[src/design/node_image_pkg.sv]
package node_image_pkg;
  // acyclic request queue depth
  localparam int ACYC_DEPTH = 10;
  localparam int ACYC_CNT_W = 4;
  // field widths
  localparam int NODE_W = 8;
  localparam int CKSUM_W = 16;
  localparam int REQ_W = 32;
  // reset values
  localparam logic [NODE_W-1:0] NODE_RESET = 8'h00;
  localparam logic [CKSUM_W-1:0] CKSUM_RESET = 16'h0000;
  // avalon register word offsets (byte address = 4 * index)
  localparam logic [3:0] REG_STATUS = 4'h0;
  localparam logic [3:0] REG_CTRL = 4'h1;
  localparam logic [3:0] REG_IRQ_STAT = 4'h2;
  localparam logic [3:0] REG_IRQ_MASK = 4'h3;
  localparam logic [3:0] REG_REQ_DATA = 4'h4;
  localparam logic [3:0] REG_REQ_LEVEL = 4'h5;
  localparam logic [3:0] REG_CKSUM = 4'h6;
  // status word bit positions
  localparam int ST_LIVE = 0;
  localparam int ST_FAULT = 1;
  localparam int ST_ALARM = 2;
  localparam int ST_DIAG = 3;
  localparam int ST_ADDR = 4;
  localparam int ST_CKSUM = 5;
  localparam int ST_CLEAR = 6;
  localparam int ST_ACK = 7;
  localparam int ST_NODE = 8;
  // control word bit positions
  localparam int CT_RAISE = 0;
  localparam int CT_NODE = 8;
  // interrupt bit positions
  localparam int IRQ_FAULT = 0;
  localparam int IRQ_ALARM = 1;
  localparam int IRQ_DIAG = 2;
  localparam int IRQ_ACK = 3;
  localparam int IRQ_W = 4;
endpackage

[src/design/node_image_if.sv]
`timescale 1ns/1ps
interface node_image_if;
  import node_image_pkg::*;
  // status image, device to host
  logic cyclic_link_live;
  logic node_fault_flag;
  logic unloaded_alarm_waiting;
  logic diag_waiting_flag;
  logic station_addr_conflict;
  logic layout_checksum_conflict;
  logic clear_state_indicator;
  logic alarm_ack_status;
  logic [NODE_W-1:0] node_number;
  logic [CKSUM_W-1:0] layout_checksum;
  // control image, host to device
  logic [NODE_W-1:0] ctrl_node_number;
  logic alarm_raise_request;
  logic [CKSUM_W-1:0] ctrl_layout_checksum;
  // acyclic request path
  logic req_valid;
  logic req_ready;
  logic [REQ_W-1:0] req_data;
  modport device (
    output cyclic_link_live, node_fault_flag, unloaded_alarm_waiting,
    output diag_waiting_flag, station_addr_conflict,
    output layout_checksum_conflict, clear_state_indicator,
    output alarm_ack_status, node_number, layout_checksum, req_ready,
    input ctrl_node_number, alarm_raise_request, ctrl_layout_checksum,
    input req_valid, req_data
  );
  modport host (
    input cyclic_link_live, node_fault_flag, unloaded_alarm_waiting,
    input diag_waiting_flag, station_addr_conflict,
    input layout_checksum_conflict, clear_state_indicator,
    input alarm_ack_status, node_number, layout_checksum, req_ready,
    output ctrl_node_number, alarm_raise_request, ctrl_layout_checksum,
    output req_valid, req_data
  );
endinterface

[src/design/node_image_device.sv]
`timescale 1ns/1ps
// Behaviour
// - fault flag clears on valid station response
// - alarm waiting flag follows pending alarm
// - diag waiting flag follows pending diagnostics
// - address conflict when actual differs from written
// - checksum conflict when output mapping disagrees
// - clear indicator low means clear mode
// - ack status low once alarm acknowledged
// - alarm sent only on raise rising edge
// - hold up to ten acyclic requests
// - acyclic service only while link live
// - only cyclic master issues acyclic service
// - host writes expected node number
// - report node checksum and node number
// - live flag gates use of input data
// - fault on ident, link fault, size mismatch
module node_image_device
  import node_image_pkg::*;
(
  input wire logic ref_clk, // module clock
  input wire logic rst, // sync reset, high
  node_image_if.device img, // status and control image
  input wire logic slave_mode, // emulating slaves
  input wire logic link_live, // configured and exchanging
  input wire logic valid_response, // valid reply from station
  input wire logic ident_mismatch, // ident bad at parameterization
  input wire logic link_fault, // data link fault reply
  input wire logic size_mismatch, // cyclic size differs
  input wire logic alarm_pending, // alarm to unload
  input wire logic diag_pending, // diagnostics to unload
  input wire logic [NODE_W-1:0] actual_node, // actual station address
  input wire logic [CKSUM_W-1:0] computed_cksum, // computed mapping sum
  input wire logic clear_mode, // master put slave in clear
  input wire logic alarm_acked, // master acknowledged alarm
  input wire logic requester_is_cyclic, // request from cyclic master
  output logic alarm_notify, // one pulse alarm to master
  output logic svc_valid, // acyclic service issued
  output logic [REQ_W-1:0] svc_data, // service request word
  input wire logic svc_done, // service finished
  output logic svc_refused, // request dropped, not live or requester not cyclic
  output logic [ACYC_CNT_W-1:0] queue_level // held requests
);
  logic fault_reg;
  logic raise_d_reg;
  logic alarm_open_reg;
  logic ack_reg;
  logic [REQ_W-1:0] queue_reg [ACYC_DEPTH];
  logic [ACYC_CNT_W-1:0] rd_reg, wr_reg, cnt_reg;
  logic svc_busy_reg;
  logic [REQ_W-1:0] svc_data_reg;
  logic refused_reg;
  logic push, pop, raise_edge;

  function automatic logic [ACYC_CNT_W-1:0] wrap_inc(
    input logic [ACYC_CNT_W-1:0] p);
    wrap_inc = (p == ACYC_CNT_W'(ACYC_DEPTH - 1)) ? '0 : p + 1'b1;
  endfunction

  // head dropped when link down or requester not cyclic master
  function automatic logic refused_next();
    refused_next = !svc_busy_reg && (cnt_reg != '0)
      && !(link_live && requester_is_cyclic);
  endfunction

  // fault flag, set wins over clear
  always_ff @(posedge ref_clk) begin
    if (rst) begin
      fault_reg <= 1'b0;
    end else if (ident_mismatch || link_fault || size_mismatch) begin
      fault_reg <= 1'b1;
    end else if (valid_response) begin
      fault_reg <= 1'b0;
    end
  end

  // alarm raise edge detect and ack tracking
  assign raise_edge = img.alarm_raise_request && !raise_d_reg;
  always_ff @(posedge ref_clk) begin
    if (rst) begin
      raise_d_reg <= 1'b0;
      alarm_open_reg <= 1'b0;
      ack_reg <= 1'b0;
    end else begin
      raise_d_reg <= img.alarm_raise_request;
      if (slave_mode && raise_edge) begin
        alarm_open_reg <= 1'b1;
        ack_reg <= 1'b0;
      end else if (alarm_open_reg && alarm_acked) begin
        alarm_open_reg <= 1'b0;
        ack_reg <= 1'b1;
      end
    end
  end

  // one cycle notification pulse
  always_ff @(posedge ref_clk) begin
    if (rst) begin
      alarm_notify <= 1'b0;
    end else begin
      alarm_notify <= slave_mode && raise_edge;
    end
  end

  // request queue, ten entries
  assign push = img.req_valid && img.req_ready;
  assign pop = svc_busy_reg && svc_done;
  assign img.req_ready = (cnt_reg != ACYC_CNT_W'(ACYC_DEPTH));
  always_ff @(posedge ref_clk) begin
    if (push) begin
      queue_reg[wr_reg] <= img.req_data;
    end
  end
  always_ff @(posedge ref_clk) begin
    if (rst) begin
      wr_reg <= '0;
      rd_reg <= '0;
      cnt_reg <= '0;
    end else begin
      if (push) begin
        wr_reg <= wrap_inc(wr_reg);
      end
      if (pop || refused_next()) begin
        rd_reg <= wrap_inc(rd_reg);
      end
      cnt_reg <= cnt_reg + ACYC_CNT_W'(push)
        - ACYC_CNT_W'(pop || refused_next());
    end
  end

  // service issue, only while link live
  always_ff @(posedge ref_clk) begin
    if (rst) begin
      svc_busy_reg <= 1'b0;
      svc_data_reg <= '0;
      refused_reg <= 1'b0;
    end else begin
      refused_reg <= refused_next();
      if (pop) begin
        svc_busy_reg <= 1'b0;
      end else if (!svc_busy_reg && cnt_reg != '0 && link_live
                   && requester_is_cyclic) begin
        svc_busy_reg <= 1'b1;
        svc_data_reg <= queue_reg[rd_reg];
      end
    end
  end

  // status image drive
  always_ff @(posedge ref_clk) begin
    if (rst) begin
      img.cyclic_link_live <= 1'b0;
      img.unloaded_alarm_waiting <= 1'b0;
      img.diag_waiting_flag <= 1'b0;
      img.station_addr_conflict <= 1'b0;
      img.layout_checksum_conflict <= 1'b0;
      img.clear_state_indicator <= 1'b1;
      img.node_number <= NODE_RESET;
      img.layout_checksum <= CKSUM_RESET;
    end else begin
      img.cyclic_link_live <= link_live;
      img.unloaded_alarm_waiting <= alarm_pending;
      img.diag_waiting_flag <= diag_pending;
      img.station_addr_conflict <=
        (actual_node != img.ctrl_node_number);
      img.layout_checksum_conflict <=
        (img.ctrl_layout_checksum != computed_cksum);
      img.clear_state_indicator <= !(slave_mode && clear_mode);
      img.node_number <= actual_node;
      img.layout_checksum <= computed_cksum;
    end
  end

  assign img.node_fault_flag = fault_reg;
  assign img.alarm_ack_status = !(slave_mode && ack_reg);
  assign svc_valid = svc_busy_reg;
  assign svc_data = svc_data_reg;
  assign svc_refused = refused_reg;
  assign queue_level = cnt_reg;
endmodule

[src/flat_wrapper.sv]
// flat-port wrapper written by rule: the top's interface ports become plain ports
module node_image_device_flat import node_image_pkg::*;
  (ref_clk, rst, slave_mode, link_live, valid_response, ident_mismatch, link_fault, size_mismatch, alarm_pending, diag_pending, actual_node, computed_cksum, clear_mode, alarm_acked, requester_is_cyclic, alarm_notify, svc_valid, svc_data, svc_done, svc_refused, queue_level, img_cyclic_link_live, img_node_fault_flag, img_unloaded_alarm_waiting, img_diag_waiting_flag, img_station_addr_conflict, img_layout_checksum_conflict, img_clear_state_indicator, img_alarm_ack_status, img_node_number, img_layout_checksum, img_req_ready, img_ctrl_node_number, img_alarm_raise_request, img_ctrl_layout_checksum, img_req_valid, img_req_data);
  node_image_if img_i ();
  input wire logic ref_clk;
  input wire logic rst;
  input wire logic slave_mode;
  input wire logic link_live;
  input wire logic valid_response;
  input wire logic ident_mismatch;
  input wire logic link_fault;
  input wire logic size_mismatch;
  input wire logic alarm_pending;
  input wire logic diag_pending;
  input wire logic [NODE_W-1:0] actual_node;
  input wire logic [CKSUM_W-1:0] computed_cksum;
  input wire logic clear_mode;
  input wire logic alarm_acked;
  input wire logic requester_is_cyclic;
  output logic alarm_notify;
  output logic svc_valid;
  output logic [REQ_W-1:0] svc_data;
  input wire logic svc_done;
  output logic svc_refused;
  output logic [ACYC_CNT_W-1:0] queue_level;
  output wire logic [$bits(img_i.cyclic_link_live)-1:0] img_cyclic_link_live;
  output wire logic [$bits(img_i.node_fault_flag)-1:0] img_node_fault_flag;
  output wire logic [$bits(img_i.unloaded_alarm_waiting)-1:0] img_unloaded_alarm_waiting;
  output wire logic [$bits(img_i.diag_waiting_flag)-1:0] img_diag_waiting_flag;
  output wire logic [$bits(img_i.station_addr_conflict)-1:0] img_station_addr_conflict;
  output wire logic [$bits(img_i.layout_checksum_conflict)-1:0] img_layout_checksum_conflict;
  output wire logic [$bits(img_i.clear_state_indicator)-1:0] img_clear_state_indicator;
  output wire logic [$bits(img_i.alarm_ack_status)-1:0] img_alarm_ack_status;
  output wire logic [$bits(img_i.node_number)-1:0] img_node_number;
  output wire logic [$bits(img_i.layout_checksum)-1:0] img_layout_checksum;
  output wire logic [$bits(img_i.req_ready)-1:0] img_req_ready;
  input wire logic [$bits(img_i.ctrl_node_number)-1:0] img_ctrl_node_number;
  input wire logic [$bits(img_i.alarm_raise_request)-1:0] img_alarm_raise_request;
  input wire logic [$bits(img_i.ctrl_layout_checksum)-1:0] img_ctrl_layout_checksum;
  input wire logic [$bits(img_i.req_valid)-1:0] img_req_valid;
  input wire logic [$bits(img_i.req_data)-1:0] img_req_data;
  assign img_cyclic_link_live = img_i.cyclic_link_live;
  assign img_node_fault_flag = img_i.node_fault_flag;
  assign img_unloaded_alarm_waiting = img_i.unloaded_alarm_waiting;
  assign img_diag_waiting_flag = img_i.diag_waiting_flag;
  assign img_station_addr_conflict = img_i.station_addr_conflict;
  assign img_layout_checksum_conflict = img_i.layout_checksum_conflict;
  assign img_clear_state_indicator = img_i.clear_state_indicator;
  assign img_alarm_ack_status = img_i.alarm_ack_status;
  assign img_node_number = img_i.node_number;
  assign img_layout_checksum = img_i.layout_checksum;
  assign img_req_ready = img_i.req_ready;
  assign img_i.ctrl_node_number = img_ctrl_node_number;
  assign img_i.alarm_raise_request = img_alarm_raise_request;
  assign img_i.ctrl_layout_checksum = img_ctrl_layout_checksum;
  assign img_i.req_valid = img_req_valid;
  assign img_i.req_data = img_req_data;
  node_image_device u_core (.ref_clk(ref_clk), .rst(rst), .img(img_i), .slave_mode(slave_mode), .link_live(link_live), .valid_response(valid_response), .ident_mismatch(ident_mismatch), .link_fault(link_fault), .size_mismatch(size_mismatch), .alarm_pending(alarm_pending), .diag_pending(diag_pending), .actual_node(actual_node), .computed_cksum(computed_cksum), .clear_mode(clear_mode), .alarm_acked(alarm_acked), .requester_is_cyclic(requester_is_cyclic), .alarm_notify(alarm_notify), .svc_valid(svc_valid), .svc_data(svc_data), .svc_done(svc_done), .svc_refused(svc_refused), .queue_level(queue_level));
endmodule
[config.mk]
export PLATFORM = sky130hd
export DESIGN_NAME = node_image_device_flat
export DESIGN_NICKNAME = d
export VERILOG_FILES = /design/src/design/node_image_pkg.sv /design/src/design/node_image_if.sv /design/src/design/node_image_device.sv /design/src/flat_wrapper.sv
export SDC_FILE = /design/constraint.sdc
export NUM_CORES = 1
export LEC_CHECK = 0
export BUFFER_PORTS_ARGS = -buffer_cell sky130_fd_sc_hd__buf_2
export CAP_MARGIN = 20
export CORE_MARGIN = 5
export CORE_UTILIZATION = 35
export DETAILED_ROUTE_END_ITERATION = 10
export PLACE_DENSITY = 0.64
export SETUP_SLACK_MARGIN = 0.3
export SKIP_CTS_REPAIR_TIMING = 1
export SLEW_MARGIN = 5
export SYNTH_ARGS = -nofsm -noshare
export SYNTH_HDL_FRONTEND = slang
export SYNTH_SLANG_ARGS = --single-unit
[constraint.sdc]
create_clock -name ref_clk -period 4.7 [get_ports ref_clk]
set_clock_uncertainty 0.15 [all_clocks]
set_input_delay 0.47 -clock ref_clk [delete_from_list [all_inputs] [get_ports ref_clk]]
set_output_delay 0.47 -clock ref_clk [all_outputs]
set_load 0.02 [all_outputs]
==> impl_metrics.csv <==
group,metric,value,unit
status,status,"complete, no violations",
floorplanning,rows,76,
floorplanning,die_w,218,microns
routing,routedWlPerCell,20.1,microns
timing,period_minus_slack,2.84,ns
timing,rsz0062_at_grt,"false",
final_layout,drive_gt1_frac,0.344,
worst_setup_path,cp-start-kind,"register",
grt,grt_use_total,0.137,
grt,grt_pass1_vias,8143,
placed_design,hpwl,19700,microns
timing,drv_slew,0,
yosys,syn_area,0.0151,sq mm
yosys,netlist_instances,831,
routing,viasPerCell,4.80,
clocking,cts_tree,"yes",
worst_setup_path,crit_path_end_kind,"register",
grt,grt_pass1_wl,49800,microns
clocking,cts.path.max_buffers,3,
yosys,yosys-top-cells-count,"edfxtp_1 (320), dfxtp_1 (81), nand2_1 (72)",
timing,max_freq,352,MHz
routing,wirelength,33000,microns
timing,post-route-period-util,0.604,
yosys,synth_edf_count,320,
yosys,synth_top_area_cell,"edfxtp_1",
final_layout,synthToLayoutAreaGrowth,19.2,%
clocking,clk_pin_slew,0.06,ns
placed_design,gp_congestion,0.731,
clocking,htreeDepth,2,
floorplanning,boundaryPins,168,
yosys,synth_cell_types,43,
pwr,peakVddDrop,0.000231,V
routing,drtAntennaViolNets,0,
routing,firstDrtPassIters,5,
yosys,synth_top_area_frac,0.637,
yosys,synth_nets,934,
worst_setup_path,worstPathMaxFanout,17,
clocking,clk-insertion-delay-late,0.55,ns
floorplanning,die_y,218,microns
yosys,yosysWarnings,0,
pwr,p_leak,6.25,nW
yosys,synth.avg_cell_area,18.1,sq um
worst_setup_path,crit_type,"register to register",
timing,hold_violations,0,
final_layout,stdcell_area,0.0180,sq mm
routing,drc,0,
worst_setup_path,rrSetupSlack,1.86,ns
job,max_cap_violations,0,
final_layout,largest_register_ffs,320,
worst_setup_path,cp.arrival,3.18,ns
clocking,clock_tree.root_cell,"clkbuf_16",
timing,finalSetupViolCount,0,
worst_setup_path,worstPathRequired,5.04,ns
routing,drtIter0Drc,509,
floorplanning,core,0.0429,sq mm
yosys,synth_ff_type,"edfxtp_1",
placed_design,place_ws,1.56,ns
timing,tightest_slew,1.08,ns
grt,grt_overflow,0,
final_layout,finalNonFillerCells,1639,
yosys,ys_seq_area_frac,0.745,
floorplanning,start_util,0.352,
placed_design,placed_area,0.0167,sq mm
timing,slew_headroom,0.278,
placed_design,dpl.cell_count,1557,
clocking,cts.sinks,401,
routing,dr_total_vias,7873,
grt,antenna_found_initial,3,
yosys,synth_async_sr_flop_share,0,
final_layout,nets,1122,
placed_design,port_buffers,167,
clocking,numCtsBuffers,42,
floorplanning,design.die.area,0.0473,sq mm
pwr,powerDensity,477,mW/mm^2
yosys,synth_most_common_cell,"edfxtp_1",
timing,fin_ws,1.86,ns
yosys,synthTopCellsByArea,"edfxtp_1 (64%), dfxtp_1 (11%), mux4_2 (9.6%)",
grt,grt_max_degree,54,
yosys,ys_seq_elements,401,
min_path,hp-class,"input port to register",
## layer usage
metal | global-route usage | share of wire
met1 | 0.175 | 0.42
met2 | 0.231 | 0.49
met3 | 0.0375 | 0.065
met4 | 0.0373 | 0.018
met5 | 0 | 0.00082
## where the power goes
group / switching, mW / internal (mW) / leakage [nW] / total (mW)
Combinational: 0.710 / 0.610 / 2.05 / 1.32
Sequential: 0.174 / 4.01 / 3.57 / 4.18
Clock: 1.33 / 1.74 / 0.635 / 3.07
Total: 2.22 / 6.36 / 6.25 / 8.58
## critical path, stage by stage (launching register included)
cell     delay (ns)
dfxtp_1        0.33
inv_1          0.07
ha_1           0.18
nor3b_2        0.19
or3_4          0.41
nor3b_4        0.81
buf_4          0.42
a221o_1        0.20
## cell families after synthesis
kind of cell,count (synthesis),synth area share
flops,401,0.745
compound gates,80,0.0394
buf+inv,57,0.0188
xor+xnor,28,0.0163
mux,98,0.121
simple gates,160,0.0534
fa+ha+maj,7,0.00631
## placed cells by master (no fill, tap or decap), types with 2 or more instances in the layout
master         synthesis  layout
a21o_1                 2       2
ha_1                   6       6
nor2b_1               30      30
nand3_1                3       3
nand4_1                2       2
nor3_1                 6       3
a21oi_1               39      39
clkinv_4               0       2
edfxtp_1             320     320
clkbuf_16              0      43
nor3_2                 0       3
dlygate4sd3_1          0       3
a221o_1               32      32
dfxtp_2                0       2
and3_2                 0       2
clkbuf_8               0       3
nor2_1                17      16
dfxtp_1               81      78
buf_12                 0       2
buf_4                  6      18
inv_1                 10      10
mux4_2                64      64
mux2i_1                2       2
a41oi_1                2       2
nor4_2                 0       2
clkbuf_1              17      11
buf_2                 14     167
clkinv_2               0       9
nand2b_1               5       5
nor4_1                10       7
nand2_1               72      72
xor2_1                27      27
mux2_2                32      32
nand3b_1               4       4
clkinv_1               0       8
## per-stage QoR
stage | TNS, ns | util | power, mW | hold WS, ns
after floorplan | -20.91 | - | 5.18 | 0.300
after global placement | 0 | 0.388 | 5.59 | 0.306
after detailed placement | 0 | 0.388 | 5.61 | 0.309
after CTS | 0 | 0.418 | 8.70 | -0.0588
after global routing | 0 | 0.419 | 8.98 | 0.00419
final | 0 | 0.419 | 8.58 | 0.00650
## final timing paths
path | startpoint | endpoint | cells after the start
hold / removal | img_alarm_raise_request | u_core.raise_d_reg | 2
setup / recovery | u_core.queue_level[2] | u_core.svc_data[29] | 7
hold reg to reg | u_core.img.node_fault_flag | u_core.img.node_fault_flag | 2
setup reg to reg | u_core.queue_level[2] | u_core.svc_data[29] | 7
## cell type report
type                       count  area [sq um]
multi-input combinational    373          3630
clock buffer                  57          1160
inverter                      11          41.3
sequential                   401         11200
fill                        3816         24900
antenna                        1          2.50
tap                          585           732
timing repair buffer         190          1040
clock inverter                21           121
No activity file was read; power rests on OpenSTA's default activity.
